### src/rtl/hlt_pkg.sv
// Constants, register map and carrier types for the hardware-limit timer
package hlt_pkg;

    // ------------------------------------------------------------------
    // Register indices (byte address is four times the index)
    // ------------------------------------------------------------------
    localparam logic [9:0]  HLT_IDX_COUNT   = 10'h28C;
    localparam logic [9:0]  HLT_IDX_PERIOD  = 10'h28D;
    localparam logic [9:0]  HLT_IDX_CTRL    = 10'h28E;
    localparam logic [9:0]  HLT_IDX_LIMIT   = 10'h28F;
    localparam logic [9:0]  HLT_IDX_CLKSEL  = 10'h290;
    localparam logic [9:0]  HLT_IDX_RSTSEL  = 10'h291;
    localparam int          HLT_ADDR_W      = 12;

    // ------------------------------------------------------------------
    // Reset values
    // ------------------------------------------------------------------
    localparam logic [7:0]  HLT_RST_COUNT   = 8'h00;
    localparam logic [7:0]  HLT_RST_PERIOD  = 8'hFF;
    localparam logic [7:0]  HLT_RST_CTRL    = 8'h00;
    localparam logic [7:0]  HLT_RST_LIMIT   = 8'h00;
    localparam logic [2:0]  HLT_RST_CLKSEL  = 3'h0;
    localparam logic [3:0]  HLT_RST_RSTSEL  = 4'h0;

    // ------------------------------------------------------------------
    // Control mode codes
    // ------------------------------------------------------------------
    localparam logic [4:0]  HLT_MODE_RISE_RST  = 5'h03;
    localparam logic [4:0]  HLT_MODE_FALL_RST  = 5'h04;
    localparam logic [4:0]  HLT_MODE_ANY_RST   = 5'h05;
    localparam logic [4:0]  HLT_MODE_LOW_RST   = 5'h06;
    localparam logic [4:0]  HLT_MODE_HIGH_RST  = 5'h07;
    localparam logic [4:0]  HLT_MODE_ONE_SHOT  = 5'h08;

    // ------------------------------------------------------------------
    // Clock source and external reset source codes
    // ------------------------------------------------------------------
    localparam logic [2:0]  HLT_CS_PIN      = 3'h0;
    localparam logic [2:0]  HLT_CS_INSTR    = 3'h1;
    localparam logic [2:0]  HLT_CS_SYS      = 3'h2;
    localparam logic [2:0]  HLT_CS_HF_OSC   = 3'h3;
    localparam logic [2:0]  HLT_CS_LF_OSC   = 3'h4;
    localparam logic [2:0]  HLT_CS_MF_500K  = 3'h5;
    localparam logic [2:0]  HLT_CS_MF_32K   = 3'h6;
    localparam logic [3:0]  HLT_RS_PIN      = 4'h0;
    localparam logic [3:0]  HLT_RS_CMP_ONE  = 4'h1;
    localparam logic [3:0]  HLT_RS_CMP_TWO  = 4'h2;
    localparam logic [3:0]  HLT_RS_PWM_THR  = 4'h3;
    localparam logic [3:0]  HLT_RS_PWM_FOUR = 4'h4;

    // ------------------------------------------------------------------
    // Timing and bus answers
    // ------------------------------------------------------------------
    localparam logic [1:0]  HLT_INSTR_LAST  = 2'h3;
    localparam logic [1:0]  HLT_RESP_OKAY   = 2'h0;
    localparam logic [1:0]  HLT_RESP_SLVERR = 2'h2;

    typedef struct packed {
        logic       on;
        logic [2:0] clock_prescale;
        logic [3:0] output_postscale;
    } hlt_ctrl_s;

    typedef struct packed {
        logic       prescaler_sync;
        logic       clock_edge_polarity;
        logic       run_bit_sync;
        logic [4:0] mode;
    } hlt_limit_s;

endpackage : hlt_pkg

### src/rtl/hlt_timer.sv
// Hardware-limit 8-bit period timer with AXI4-Lite register slave
//
// Our own choice: the AXI4-Lite slave port.
`timescale 1ns/1ps

module hlt_timer (
    input  wire logic                          clock,
    input  wire logic                          rst,
    input  wire logic [hlt_pkg::HLT_ADDR_W-1:0] s_axi_awaddr,
    input  wire logic                          s_axi_awvalid,
    output      logic                          s_axi_awready,
    input  wire logic [31:0]                   s_axi_wdata,
    input  wire logic [3:0]                    s_axi_wstrb,
    input  wire logic                          s_axi_wvalid,
    output      logic                          s_axi_wready,
    output      logic [1:0]                    s_axi_bresp,
    output      logic                          s_axi_bvalid,
    input  wire logic                          s_axi_bready,
    input  wire logic [hlt_pkg::HLT_ADDR_W-1:0] s_axi_araddr,
    input  wire logic                          s_axi_arvalid,
    output      logic                          s_axi_arready,
    output      logic [31:0]                   s_axi_rdata,
    output      logic [1:0]                    s_axi_rresp,
    output      logic                          s_axi_rvalid,
    input  wire logic                          s_axi_rready,
    input  wire logic                          sleep,
    input  wire logic                          input_pin_route,
    input  wire logic                          high_freq_internal_osc,
    input  wire logic                          low_freq_internal_osc,
    input  wire logic                          mid_freq_osc_500k,
    input  wire logic                          mid_freq_osc_32k,
    input  wire logic                          reset_pin_route,
    input  wire logic                          compare_output_one,
    input  wire logic                          compare_output_two,
    input  wire logic                          pulse_width_output_three,
    input  wire logic                          pulse_width_output_four,
    output      logic                          period_match,
    output      logic                          timer_event,
    output      logic                          timer_running,
    output      logic [2:0]                    osc_keep_alive
);
    import hlt_pkg::*;

    // ------------------------------------------------------------------
    // Registers
    // ------------------------------------------------------------------
    logic [7:0]  count_q;
    logic [7:0]  period_q;
    hlt_ctrl_s   ctrl_q;
    hlt_limit_s  limit_q;
    logic [2:0]  clksel_q;
    logic [3:0]  rstsel_q;

    logic [5:0]  sync1_q;
    logic [5:0]  sync2_q;
    logic [5:0]  async_in;
    logic        clk_lvl_prev_q;
    logic        ers_prev_q;
    logic [1:0]  instr_div_q;
    logic [1:0]  run_sync_q;
    logic [6:0]  pre_q;
    logic [3:0]  post_q;
    logic        match_q;
    logic        event_q;
    logic        running_q;
    logic [2:0]  keep_q;

    logic        aw_held_q;
    logic        w_held_q;
    logic [9:0]  aw_idx_q;
    logic [7:0]  wdata_q;
    logic        wlane_q;
    logic        bvalid_q;
    logic [1:0]  bresp_q;
    logic        rvalid_q;
    logic [31:0] rdata_q;
    logic [1:0]  rresp_q;

    // ------------------------------------------------------------------
    // Input synchronisers
    // ------------------------------------------------------------------
    assign async_in = {reset_pin_route, mid_freq_osc_32k, mid_freq_osc_500k,
                       low_freq_internal_osc, high_freq_internal_osc,
                       input_pin_route};

    for (genvar i = 0; i < 6; i++) begin : g_sync
        always_ff @(posedge clock) begin
            if (rst) begin
                sync1_q[i] <= 1'b0;
                sync2_q[i] <= 1'b0;
            end else begin
                sync1_q[i] <= async_in[i];
                sync2_q[i] <= sync1_q[i];
            end
        end
    end

    // ------------------------------------------------------------------
    // Timer clock selection
    // ------------------------------------------------------------------
    logic clk_lvl;
    logic clk_is_lvl;
    logic in_tick;
    logic freeze;
    logic edge_seen;

    always_comb begin
        clk_lvl    = 1'b0;
        clk_is_lvl = 1'b1;
        case (clksel_q)
            HLT_CS_PIN:     clk_lvl = sync2_q[0];
            HLT_CS_HF_OSC:  clk_lvl = sync2_q[1];
            HLT_CS_LF_OSC:  clk_lvl = sync2_q[2];
            HLT_CS_MF_500K: clk_lvl = sync2_q[3];
            HLT_CS_MF_32K:  clk_lvl = sync2_q[4];
            default:        clk_is_lvl = 1'b0;
        endcase
    end

    // Polarity picks the edge that counts
    assign edge_seen = limit_q.clock_edge_polarity ? (clk_lvl_prev_q & ~clk_lvl)
                                    : (~clk_lvl_prev_q & clk_lvl);

    // Core clock stops in sleep; sync'd prescaler freezes outright
    assign freeze = sleep & limit_q.prescaler_sync;

    always_comb begin
        in_tick = 1'b0;
        if (clk_is_lvl) begin
            in_tick = edge_seen;
        end else if (clksel_q == HLT_CS_INSTR) begin
            in_tick = (instr_div_q == HLT_INSTR_LAST) & ~sleep;
        end else if (clksel_q == HLT_CS_SYS) begin
            in_tick = ~sleep;
        end
        if (freeze) begin
            in_tick = 1'b0;
        end
    end

    always_ff @(posedge clock) begin
        if (rst) begin
            clk_lvl_prev_q <= 1'b0;
            instr_div_q    <= 2'h0;
        end else begin
            clk_lvl_prev_q <= clk_lvl;
            instr_div_q    <= instr_div_q + 2'h1;
        end
    end

    // ------------------------------------------------------------------
    // External reset source and mode decode
    // ------------------------------------------------------------------
    logic ers_lvl;
    logic ers_clr;

    always_comb begin
        case (rstsel_q)
            HLT_RS_PIN:      ers_lvl = sync2_q[5];
            HLT_RS_CMP_ONE:  ers_lvl = compare_output_one;
            HLT_RS_CMP_TWO:  ers_lvl = compare_output_two;
            HLT_RS_PWM_THR:  ers_lvl = pulse_width_output_three;
            HLT_RS_PWM_FOUR: ers_lvl = pulse_width_output_four;
            default:         ers_lvl = 1'b0;
        endcase
    end

    always_comb begin
        case (limit_q.mode)
            HLT_MODE_RISE_RST: ers_clr = ers_lvl & ~ers_prev_q;
            HLT_MODE_FALL_RST: ers_clr = ~ers_lvl & ers_prev_q;
            HLT_MODE_ANY_RST:  ers_clr = ers_lvl ^ ers_prev_q;
            HLT_MODE_LOW_RST:  ers_clr = ~ers_lvl;
            HLT_MODE_HIGH_RST: ers_clr = ers_lvl;
            default:           ers_clr = 1'b0;
        endcase
        if (freeze) begin
            ers_clr = 1'b0;
        end
    end

    always_ff @(posedge clock) begin
        if (rst) begin
            ers_prev_q <= 1'b0;
        end else begin
            ers_prev_q <= ers_lvl;
        end
    end

    // ------------------------------------------------------------------
    // Run control, prescaler, postscaler
    // ------------------------------------------------------------------
    logic       run_en;
    logic [6:0] pre_lim;
    logic       pre_tick;
    logic       count_hit;
    logic       period_evt;
    logic       post_last;
    logic       cnt_wr;
    logic       ctrl_wr;

    // Sync'd start waits two input clocks; stop is always immediate
    assign run_en   = ctrl_q.on & (~limit_q.run_bit_sync | run_sync_q[1]);
    assign pre_lim  = 7'((8'h01 << ctrl_q.clock_prescale) - 8'h01);
    assign pre_tick = in_tick & run_en & (pre_q == pre_lim);
    assign count_hit  = (count_q == period_q);
    assign period_evt = pre_tick & count_hit;
    assign post_last  = (post_q == ctrl_q.output_postscale);

    always_ff @(posedge clock) begin
        if (rst || !ctrl_q.on) begin
            run_sync_q <= 2'h0;
        end else if (in_tick) begin
            run_sync_q <= {run_sync_q[0], 1'b1};
        end
    end

    always_ff @(posedge clock) begin
        if (rst || !ctrl_q.on) begin
            pre_q <= 7'h00;
        end else if (in_tick && run_en) begin
            pre_q <= (pre_q == pre_lim) ? 7'h00 : pre_q + 7'h01;
        end
    end

    always_ff @(posedge clock) begin
        if (rst || !ctrl_q.on) begin
            post_q  <= 4'h0;
            event_q <= 1'b0;
        end else begin
            event_q <= period_evt & post_last;
            if (period_evt) begin
                post_q <= post_last ? 4'h0 : post_q + 4'h1;
            end
        end
    end

    always_ff @(posedge clock) begin
        if (rst) begin
            match_q   <= 1'b0;
            running_q <= 1'b0;
            keep_q    <= 3'h0;
        end else begin
            match_q   <= period_evt;
            running_q <= run_en;
            keep_q    <= {(clksel_q == HLT_CS_MF_500K) ||
                          (clksel_q == HLT_CS_MF_32K),
                          clksel_q == HLT_CS_LF_OSC,
                          clksel_q == HLT_CS_HF_OSC};
        end
    end

    // ------------------------------------------------------------------
    // Counter: bus write, then external reset, then prescaled tick
    // ------------------------------------------------------------------
    always_ff @(posedge clock) begin
        if (rst) begin
            count_q <= HLT_RST_COUNT;
        end else if (cnt_wr) begin
            count_q <= wdata_q;
        end else if (ers_clr) begin
            count_q <= 8'h00;
        end else if (pre_tick) begin
            count_q <= count_hit ? 8'h00 : 8'(count_q + 8'h01);
        end
    end

    // ------------------------------------------------------------------
    // AXI4-Lite write path
    // ------------------------------------------------------------------
    logic wr_do;
    logic wr_map;

    assign s_axi_awready = ~aw_held_q & ~bvalid_q;
    assign s_axi_wready  = ~w_held_q & ~bvalid_q;
    assign wr_do   = aw_held_q & w_held_q;
    assign wr_map  = (aw_idx_q >= HLT_IDX_COUNT) &&
                     (aw_idx_q <= HLT_IDX_RSTSEL);
    assign cnt_wr  = wr_do & wlane_q & (aw_idx_q == HLT_IDX_COUNT);
    assign ctrl_wr = wr_do & wlane_q & (aw_idx_q == HLT_IDX_CTRL);

    always_ff @(posedge clock) begin
        if (rst) begin
            aw_held_q <= 1'b0;
            aw_idx_q  <= 10'h000;
        end else if (wr_do) begin
            aw_held_q <= 1'b0;
        end else if (s_axi_awvalid && s_axi_awready) begin
            aw_held_q <= 1'b1;
            aw_idx_q  <= s_axi_awaddr[HLT_ADDR_W-1:2];
        end
    end

    always_ff @(posedge clock) begin
        if (rst) begin
            w_held_q <= 1'b0;
            wdata_q  <= 8'h00;
            wlane_q  <= 1'b0;
        end else if (wr_do) begin
            w_held_q <= 1'b0;
        end else if (s_axi_wvalid && s_axi_wready) begin
            w_held_q <= 1'b1;
            wdata_q  <= s_axi_wdata[7:0];
            wlane_q  <= s_axi_wstrb[0];
        end
    end

    always_ff @(posedge clock) begin
        if (rst) begin
            bvalid_q <= 1'b0;
            bresp_q  <= HLT_RESP_OKAY;
        end else if (wr_do) begin
            bvalid_q <= 1'b1;
            bresp_q  <= wr_map ? HLT_RESP_OKAY : HLT_RESP_SLVERR;
        end else if (s_axi_bready) begin
            bvalid_q <= 1'b0;
        end
    end

    // Software write of the run bit wins over a hardware clear
    always_ff @(posedge clock) begin
        if (rst) begin
            ctrl_q <= hlt_ctrl_s'(HLT_RST_CTRL);
        end else if (ctrl_wr) begin
            ctrl_q <= hlt_ctrl_s'(wdata_q);
        end else if (period_evt &&
                     limit_q.mode == HLT_MODE_ONE_SHOT) begin
            ctrl_q.on <= 1'b0;
        end
    end

    always_ff @(posedge clock) begin
        if (rst) begin
            period_q <= HLT_RST_PERIOD;
            limit_q  <= hlt_limit_s'(HLT_RST_LIMIT);
            clksel_q <= HLT_RST_CLKSEL;
            rstsel_q <= HLT_RST_RSTSEL;
        end else if (wr_do && wlane_q) begin
            case (aw_idx_q)
                HLT_IDX_PERIOD: period_q <= wdata_q;
                HLT_IDX_LIMIT:  limit_q  <= hlt_limit_s'(wdata_q);
                HLT_IDX_CLKSEL: clksel_q <= wdata_q[2:0];
                HLT_IDX_RSTSEL: rstsel_q <= wdata_q[3:0];
                default:        ;
            endcase
        end
    end

    // ------------------------------------------------------------------
    // AXI4-Lite read path
    // ------------------------------------------------------------------
    logic [9:0] ar_idx;
    logic [7:0] rd_val;
    logic       rd_map;

    assign ar_idx        = s_axi_araddr[HLT_ADDR_W-1:2];
    assign s_axi_arready = ~rvalid_q;

    always_comb begin
        rd_val = 8'h00;
        rd_map = 1'b1;
        case (ar_idx)
            HLT_IDX_COUNT:  rd_val = count_q;
            HLT_IDX_PERIOD: rd_val = period_q;
            HLT_IDX_CTRL:   rd_val = ctrl_q;
            HLT_IDX_LIMIT:  rd_val = limit_q;
            HLT_IDX_CLKSEL: rd_val = {5'h00, clksel_q};
            HLT_IDX_RSTSEL: rd_val = {4'h0, rstsel_q};
            default:        rd_map = 1'b0;
        endcase
    end

    always_ff @(posedge clock) begin
        if (rst) begin
            rvalid_q <= 1'b0;
            rdata_q  <= 32'h0000_0000;
            rresp_q  <= HLT_RESP_OKAY;
        end else if (s_axi_arvalid && s_axi_arready) begin
            rvalid_q <= 1'b1;
            rdata_q  <= {24'h00_0000, rd_val};
            rresp_q  <= rd_map ? HLT_RESP_OKAY : HLT_RESP_SLVERR;
        end else if (s_axi_rready) begin
            rvalid_q <= 1'b0;
        end
    end

    assign s_axi_bvalid   = bvalid_q;
    assign s_axi_bresp    = bresp_q;
    assign s_axi_rvalid   = rvalid_q;
    assign s_axi_rdata    = rdata_q;
    assign s_axi_rresp    = rresp_q;
    assign period_match   = match_q;
    assign timer_event    = event_q;
    assign timer_running  = running_q;
    assign osc_keep_alive = keep_q;

    // ------------------------------------------------------------------
    // Assertions
    // ------------------------------------------------------------------
    property p_sleep_freeze;
        @(posedge clock) disable iff (rst)
        (sleep && limit_q.prescaler_sync && !cnt_wr) |=> $stable(count_q);
    endproperty
    a_sleep_freeze: assert property (p_sleep_freeze)
        else $error("counter moved in sleep with prescaler sync");

    property p_match_clear;
        @(posedge clock) disable iff (rst)
        (pre_tick && count_hit && !cnt_wr) |=> (count_q == 8'h00);
    endproperty
    a_match_clear: assert property (p_match_clear)
        else $error("period match did not clear counter");

    property p_count_up;
        @(posedge clock) disable iff (rst)
        (pre_tick && !count_hit && !cnt_wr && !ers_clr)
            |=> (count_q == 8'($past(count_q) + 8'h01));
    endproperty
    a_count_up: assert property (p_count_up)
        else $error("counter did not advance by one");

    property p_off_resets;
        @(posedge clock) disable iff (rst)
        !ctrl_q.on |=> (pre_q == 7'h00) && (post_q == 4'h0);
    endproperty
    a_off_resets: assert property (p_off_resets)
        else $error("prescaler or postscaler not reset when off");

    property p_one_shot;
        @(posedge clock) disable iff (rst)
        (period_evt && limit_q.mode == HLT_MODE_ONE_SHOT && !ctrl_wr)
            |=> !ctrl_q.on ##1 !timer_running;
    endproperty
    a_one_shot: assert property (p_one_shot)
        else $error("one-shot match left timer on");

    property p_prescale;
        @(posedge clock) disable iff (rst)
        pre_tick |-> in_tick && (pre_q == pre_lim);
    endproperty
    a_prescale: assert property (p_prescale)
        else $error("prescaler tick at wrong count");

    property p_postscale;
        @(posedge clock) disable iff (rst)
        (ctrl_q.on && !ctrl_wr) |->
            ((period_evt && post_last) ##1 timer_event) or
            (!(period_evt && post_last) ##1 !timer_event);
    endproperty
    a_postscale: assert property (p_postscale)
        else $error("postscaled event mismatch");

    property p_sync_start;
        @(posedge clock) disable iff (rst)
        (limit_q.run_bit_sync && $rose(ctrl_q.on)) |-> !run_en ##1 !run_en;
    endproperty
    a_sync_start: assert property (p_sync_start)
        else $error("synchronised start came too early");

    property p_stop_keeps;
        @(posedge clock) disable iff (rst)
        (!ctrl_q.on && !cnt_wr && !ers_clr)
            |-> !pre_tick ##1 $stable(count_q);
    endproperty
    a_stop_keeps: assert property (p_stop_keeps)
        else $error("stopped timer changed its count");

    c_one_shot: cover property (@(posedge clock) disable iff (rst)
        period_evt && limit_q.mode == HLT_MODE_ONE_SHOT);
    c_post_event: cover property (@(posedge clock) disable iff (rst)
        timer_event && ctrl_q.output_postscale != 4'h0);
    c_sleep_run: cover property (@(posedge clock) disable iff (rst)
        sleep && !limit_q.prescaler_sync && pre_tick);
    c_bus_write: cover property (@(posedge clock) disable iff (rst)
        bvalid_q && s_axi_bready);

endmodule : hlt_timer

### config.mk
export PLATFORM = sky130hd
export DESIGN_NAME = hlt_timer
export DESIGN_NICKNAME = d
export VERILOG_FILES = /design/src/rtl/hlt_pkg.sv /design/src/rtl/hlt_timer.sv
export SDC_FILE = /design/constraint.sdc
export NUM_CORES = 1
export LEC_CHECK = 0
export BUFFER_PORTS_ARGS = -buffer_cell sky130_fd_sc_hd__buf_2
export CORE_MARGIN = 2
export CORE_UTILIZATION = 53
export CTS_CLUSTER_DIAMETER = 120
export DETAILED_ROUTE_END_ITERATION = 10
export PLACE_DENSITY_LB_ADDON = 0.15
export SYNTH_ARGS = -nofsm -noshare
export SYNTH_HDL_FRONTEND = slang
export SYNTH_SLANG_ARGS = --single-unit
### constraint.sdc
create_clock -name clock -period 3.76 [get_ports clock]
set_input_delay 0.564 -clock clock [delete_from_list [all_inputs] [get_ports clock]]
set_output_delay 0.564 -clock clock [all_outputs]
set_load 0.02 [all_outputs]
==> results of run 1 <==
-- final timing paths --
path / to / slack [ps] / start
max reg2reg: post_q[3]$_SDFFE_PP0P_ / 490 / ctrl_q[4]$_SDFFE_PP0P_
max: post_q[3]$_SDFFE_PP0P_ / 490 / ctrl_q[4]$_SDFFE_PP0P_
min reg2reg: instr_div_q[0]$_SDFF_PP0_ / 430 / instr_div_q[0]$_SDFF_PP0_
min: s_axi_rvalid$_SDFFE_PP0P_ / 360 / s_axi_rready
-- worst max-delay path, cell delays in order (launching register included) --
cell      delay [ps]
dfxtp_1          410
or3_1            410
ha_1             290
or4b_1           480
o311ai_1         120
xor2_1           120
nor4_2           270
nand3_1          350
or4_1            590
a21oi_1          140
-- state kept, by name, summed over array words and instances (netlist names), 2 cells and up --
register,cells
limit_q,8
clksel_q,3
aw_idx_q,10
run_sync_q,2
post_q,4
osc_keep_alive,3
pre_q,7
count_q,8
wdata_q,8
period_q,8
sync1_q,6
sync2_q,6
instr_div_q,2
s_axi_rdata,8
ctrl_q,8
rstsel_q,4
-- stage by stage --
| step | worst slack (ps) | cell area [sq um] | utilization, % | instances | power, uW |
|---|---|---|---|---|---|
| 2_1_floorplan | 664 | 5370 | - | 631 | 1340 |
| 3_3_place_gp | 591 | 5590 | 57.4 | 780 | 1370 |
| 3_5_place_dp | 512 | 5590 | 57.4 | 780 | 1380 |
| 4_1_cts | 479 | 5780 | 59.4 | 796 | 2060 |
| 5_1_grt | 229 | 5780 | 59.4 | 796 | 2120 |
| 6_report | 494 | 5780 | 59.4 | 796 | 2040 |
-- synth_stat cells (3+ instances only) --
cell type	n	share of area, %
o311ai_1	3	0.50
a22oi_1	3	0.43
and2_1	6	0.71
nand2_1	77	5.5
mux4_2	5	2.1
mux2i_1	36	6.8
ha_1	7	1.7
and3_1	11	1.3
nand4_1	4	0.47
xor2_1	21	3.5
dfxtp_1	107	41
xnor2_1	4	0.66
nor3b_1	10	1.4
or3_1	5	0.59
nor4_1	7	0.83
a211oi_1	6	0.85
o32ai_1	4	0.66
inv_1	8	0.57
nor2_1	59	4.2
nand3b_1	7	1.0
nor3_1	8	0.76
clkbuf_1	17	1.2
buf_1	3	0.21
a211o_1	8	1.3
o31ai_1	3	0.43
o21ai_1	9	0.85
buf_2	8	0.76
nor2b_1	22	2.6
a21oi_1	43	4.1
nand2b_1	12	1.4
o21ai_0	4	0.38
o211ai_1	4	0.57
nand3_1	13	1.2
buf_4	28	4.0
-- cell type report --
type                       instances  area [sq um]
inverter                           9          33.8
timing repair buffer              72           373
sequential                       107          2140
fill                             894          3950
multi-input combinational        459          2870
clock inverter                     6          53.8
tap                              133           166
clock buffer                      10           138
-- metal layers --
layer	share of wire (%)	GRT usage, %
met1	46	28.3
met2	49	35.9
met3	3.7	5.22
met4	1.4	5.02
met5	0	0
-- cells by family (layout without fill, tap and decap cells) --
family	Yosys count	in the layout	synth area share, %
buffers and inverters	65	97	6.80
AO/OA/AOI/OAI	103	103	12.8
AND/OR/NAND/NOR	257	257	25.0
other	1	26	0.0710
flip-flops	107	107	40.6
multiplexers	41	41	8.96
adder cells (fa/ha/maj)	7	7	1.66
XOR/XNOR	25	25	4.15
-- power groups by stage --
stage	combinational [uW]	clock, uW	sequential, uW
after detailed placement	162	0	1210
after floorplan	133	0	1210
final	162	689	1190
after global placement	159	0	1210
after CTS	163	708	1190
after global routing	180	743	1190
==> summary.txt, run 1 <==
drt pass-1 iters: 4
Yosys warning total: 0
CP required: 4070 ps
power per standard cell area: 353 nW/um^2
routed wire length: 11500 microns
EDFF count, synth: 0
ys async rst share: 0%
worst slew pin tran: 959 ps
Slew Viols, Final: 0
Antenna Cells: 0
CP arrival: 3580 ps
die area: 10800 sq um
#FFs+latches synth: 107
CTS Hold Bufs: 0
most frequent cells in the layout: dfxtp_1, nand2_1, buf_2, nor2_1, a21oi_1
Die Y: 104 microns
io pins: 125
via count: 4333
Mean Syn Cell Area: 8.71 sq um
Final Cycle Share: 86.9%
Unique masters post-synth: 59
clock sinks: 107
leakage: 0.00235 uW
register area share after synthesis: 40.6%
FP Rows: 36
sequential power share: 58.3%
Period minus WS final: 3270 ps
commonest non-fill, non-tap cell in the layout: dfxtp_1
clk buf depth: 2
RSZ-0062 raised after global routing: false
hold_ws: 359 ps
Clock Tree Root: clkbuf_8
Comb power frac: 7.9%
DRC: 0
Finish-stage setup viols: 0
H-tree lvl count: 3
largest net degree at the start of global routing: 52
Fin. Hold Viols: 0
Initial Utilization: 54.3%
top_reg_cell synth: dfxtp_1
crit path max fanout: 11
GP Congestion: 0.883
Max-slew headroom: 36.1%
Nets: 743
setup tns final: 0 ps
initial antenna violation count: 0
Startpoint Class: register
clock latency on the worst-skew pair: 380 ps
HPWL Detailed: 8570 microns
MaxCap Viol Count: 0
crit end category: register
Hold Crit Depth: 2
GRT overflow: 0
IO buf count: 67
layout cells sized above 1: 15.1%
Overall Global Routing Usage: 21.6%
Post-CTS Repair Setup Buffers: 0
Synth Instances: 606
status: finished, final reports clean
Reg clk slew, reported paths: 100 ps
sw power: 548 uW
post-route ant nets: 0
Worst VDD drop: 0.000403 V
CTS tree: yes
Int Power: 1490 uW
R2R cell count: 9
synthesized cell area: 5280 sq um
total CTS buffers: 9
vias in the first global route: 3943
DRT iter0 DRCs: 130
post-CTS sizing: 0
Hold Crit Class: input pin to register
switch share: 26.9%
chip width: 104 microns
WL/cell: 14.5 microns
P&R area growth vs syn: 9.46%
drt via density: 5.44
first-pass GRT wire length: 18900 microns
WS Path Type: register to register
Clock power frac: 33.8%
Layout Skew: 11.6 ps
Fmax: 306 MHz
Floorplan Core Area: 9730 sq um
Note: power is estimated with default switching activity, not from simulation.
==> run 2, diff against run 1 <==
- clock period: 3.76 -> 3.6 ns (I/O delays scaled with it)
==> run 2 against run 1 <==
  * Hold slack got worse by 22 ps
  * Combinational power is 5% higher
  * Design area grew 0.67%
  * Critical path depth grew 1
  * Routed wire length fell by 0.33%
  * Clock skew about the same
  * Setup slack worse by 69 ps
  * Largest power group unchanged
  * Cell count is 0.25% higher
  * Sequential share of layout area is 0.25 points lower
==> summary.txt, run 2 (synthesized netlist as in run 1, its figures left out) <==
Post-CTS Repair Setup Buffers: 0 (unchanged)
Layout Skew: 11.4 ps (-0.145 ps)
crit end category: register
Clock power frac: 35.8% (+2.0 points)
RSZ-0062 raised after global routing: false
DRC: 0 (unchanged)
H-tree lvl count: 3 (unchanged)
setup tns final: 0 ps (unchanged)
DRT iter0 DRCs: 195 (+50%)
sequential power share: 56.5% (-1.8 points)
MaxCap Viol Count: 0 (unchanged)
Biggest register: aw_idx_q
sw power: 569 uW (+3.8%)
post-CTS sizing: 0 (unchanged)
via count: 4310 (-0.53%)
CP required: 3910 ps (-160 ps)
routed wire length: 11500 microns (-0.33%)
FP Rows: 36 (unchanged)
Fin. Hold Viols: 0 (unchanged)
Clock Tree Root: clkbuf_8
Fmax: 315 MHz (+2.9%)
commonest non-fill, non-tap cell in the layout: dfxtp_1
drt via density: 5.40 (-0.78%)
power per standard cell area: 378 nW/um^2 (+7.0%)
initial antenna violation count: 0 (unchanged)
CTS Hold Bufs: 0 (unchanged)
first-pass GRT wire length: 19000 microns (+0.44%)
Pwr Total: 2200 uW (+7.7%)
switch share: 25.9% (-0.98 points)
clock sinks: 107 (unchanged)
Floorplan Core Area: 9730 sq um (unchanged)
io pins: 125 (unchanged)
status: finished, final reports clean
clk buf depth: 2 (unchanged)
max FFs per register: 10 (unchanged)
Initial Utilization: 54.3% (unchanged)
Overall Global Routing Usage: 21.7% (+0.12 points)
Slew Viols, Final: 0 (unchanged)
Final Cycle Share: 88.2% (+1.3 points)
GP Congestion: 0.932 (+5.6%)
WS Path Type: register to register
Worst VDD drop: 0.000297 V (-26%)
Finish-stage setup viols: 0 (unchanged)
Reg clk slew, reported paths: 110 ps (about the same)
chip width: 104 microns (unchanged)
largest net degree at the start of global routing: 34 (-35%)
Max-slew headroom: 36.9% (+0.86 points)
Int Power: 1630 uW (+9.2%)
Startpoint Class: register
Hold Crit Class: input pin to register
clock latency on the worst-skew pair: 380 ps (about the same)
final setup margin: 425 ps (-69.3 ps)
HPWL Detailed: 8530 microns (-0.38%)
Die Y: 104 microns (unchanged)
vias in the first global route: 3976 (+0.84%)
IO buf count: 67 (unchanged)
die area: 10800 sq um (unchanged)
leakage: 0.00236 uW (+0.65%)
GRT overflow: 0 (unchanged)
fill cell count: 896 (+0.22%)
Comb power frac: 7.7% (-0.2 points)
Post-Place Worst Slack: 431 ps (-81.7 ps)
worst slew pin tran: 944 ps (-14.8 ps)
post-route ant nets: 0 (unchanged)
layout cells sized above 1: 15.3% (+0.26 points)
Period minus WS final: 3170 ps (-90.7 ps)
crit path max fanout: 11 (unchanged)
P&R area growth vs syn: 10.2%
Nets: 745 (+0.27%)
CP arrival: 3490 ps (-90 ps)
CTS tree: yes
WL/cell: 14.4 microns (-0.58%)
Antenna Cells: 0 (unchanged)
total CTS buffers: 9 (unchanged)
most frequent cells in the layout: dfxtp_1, nand2_1, buf_2, nor2_1, a21oi_1
drt pass-1 iters: 4 (unchanged)
[run 2: changes by cell type in the layout (fill, tap and decap cells not counted)]
cell / before / now
clkinv_2: 1 / 0
clkinv_4: 1 / 0
bufinv_16: 0 / 1
buf_4: 5 / 7
clkinvlp_4: 0 / 1
[run 2: power by group through the flow]
stage | Sequential, uW | Combinational (uW) | Clock, uW
floorplan | 1260 | 139 | 0
detailed placement | 1270 | 170 | 0
global placement | 1270 | 167 | 0
finish | 1240 | 170 | 786
CTS | 1240 | 171 | 809
global route | 1250 | 189 | 856
[run 2: worst max-delay path, stage by stage (launching register included)]
cell and delay [ps]:
dfxtp_1 420, or3_1 400, ha_1 280, or4b_1 480, o311ai_1 120, xor2_1 120, nor4_2 310, nand3_1 120
buf_4 190, or4_1 490, a21oi_1 170
[run 2: layer usage]
layer	GRT usage [%]	share of wire, %
met5	0	0
met4	7.24	1.7
met3	4.91	5.1
met2	35.6	48
met1	28.3	46
[run 2: stage by stage]
stage                     util, %  hold slack, ps  cell area, sq um  instances
after floorplan                 -             399              5370        631
after global placement       57.6             408              5600        782
after detailed placement     57.6             412              5600        782
after CTS                    59.8             319              5820        798
after global routing         59.8             334              5820        798
final                        59.8             337              5820        798
[run 2: path summary, 6_finish.rpt]
check	start	end	slack, ps	cells after the start
setup / recovery	ctrl_q[4]$_SDFFE_PP0P_	post_q[3]$_SDFFE_PP0P_	430	10
hold / removal	s_axi_rready	s_axi_rvalid$_SDFFE_PP0P_	340	2
setup reg to reg	ctrl_q[4]$_SDFFE_PP0P_	post_q[3]$_SDFFE_PP0P_	430	10
hold reg to reg	instr_div_q[0]$_SDFF_PP0_	instr_div_q[0]$_SDFF_PP0_	430	1
[run 2: layout make-up]
type | instances | area, sq um | area share [%]
multi-input combinational | 459 | 2870 | 49.4
sequential | 107 | 2140 | 36.8
timing repair buffer | 74 | 388 | 6.67
tap | 133 | 166 | 2.86
clock buffer | 10 | 138 | 2.37
clock inverter | 6 | 77.6 | 1.33
inverter | 9 | 33.8 | 0.581
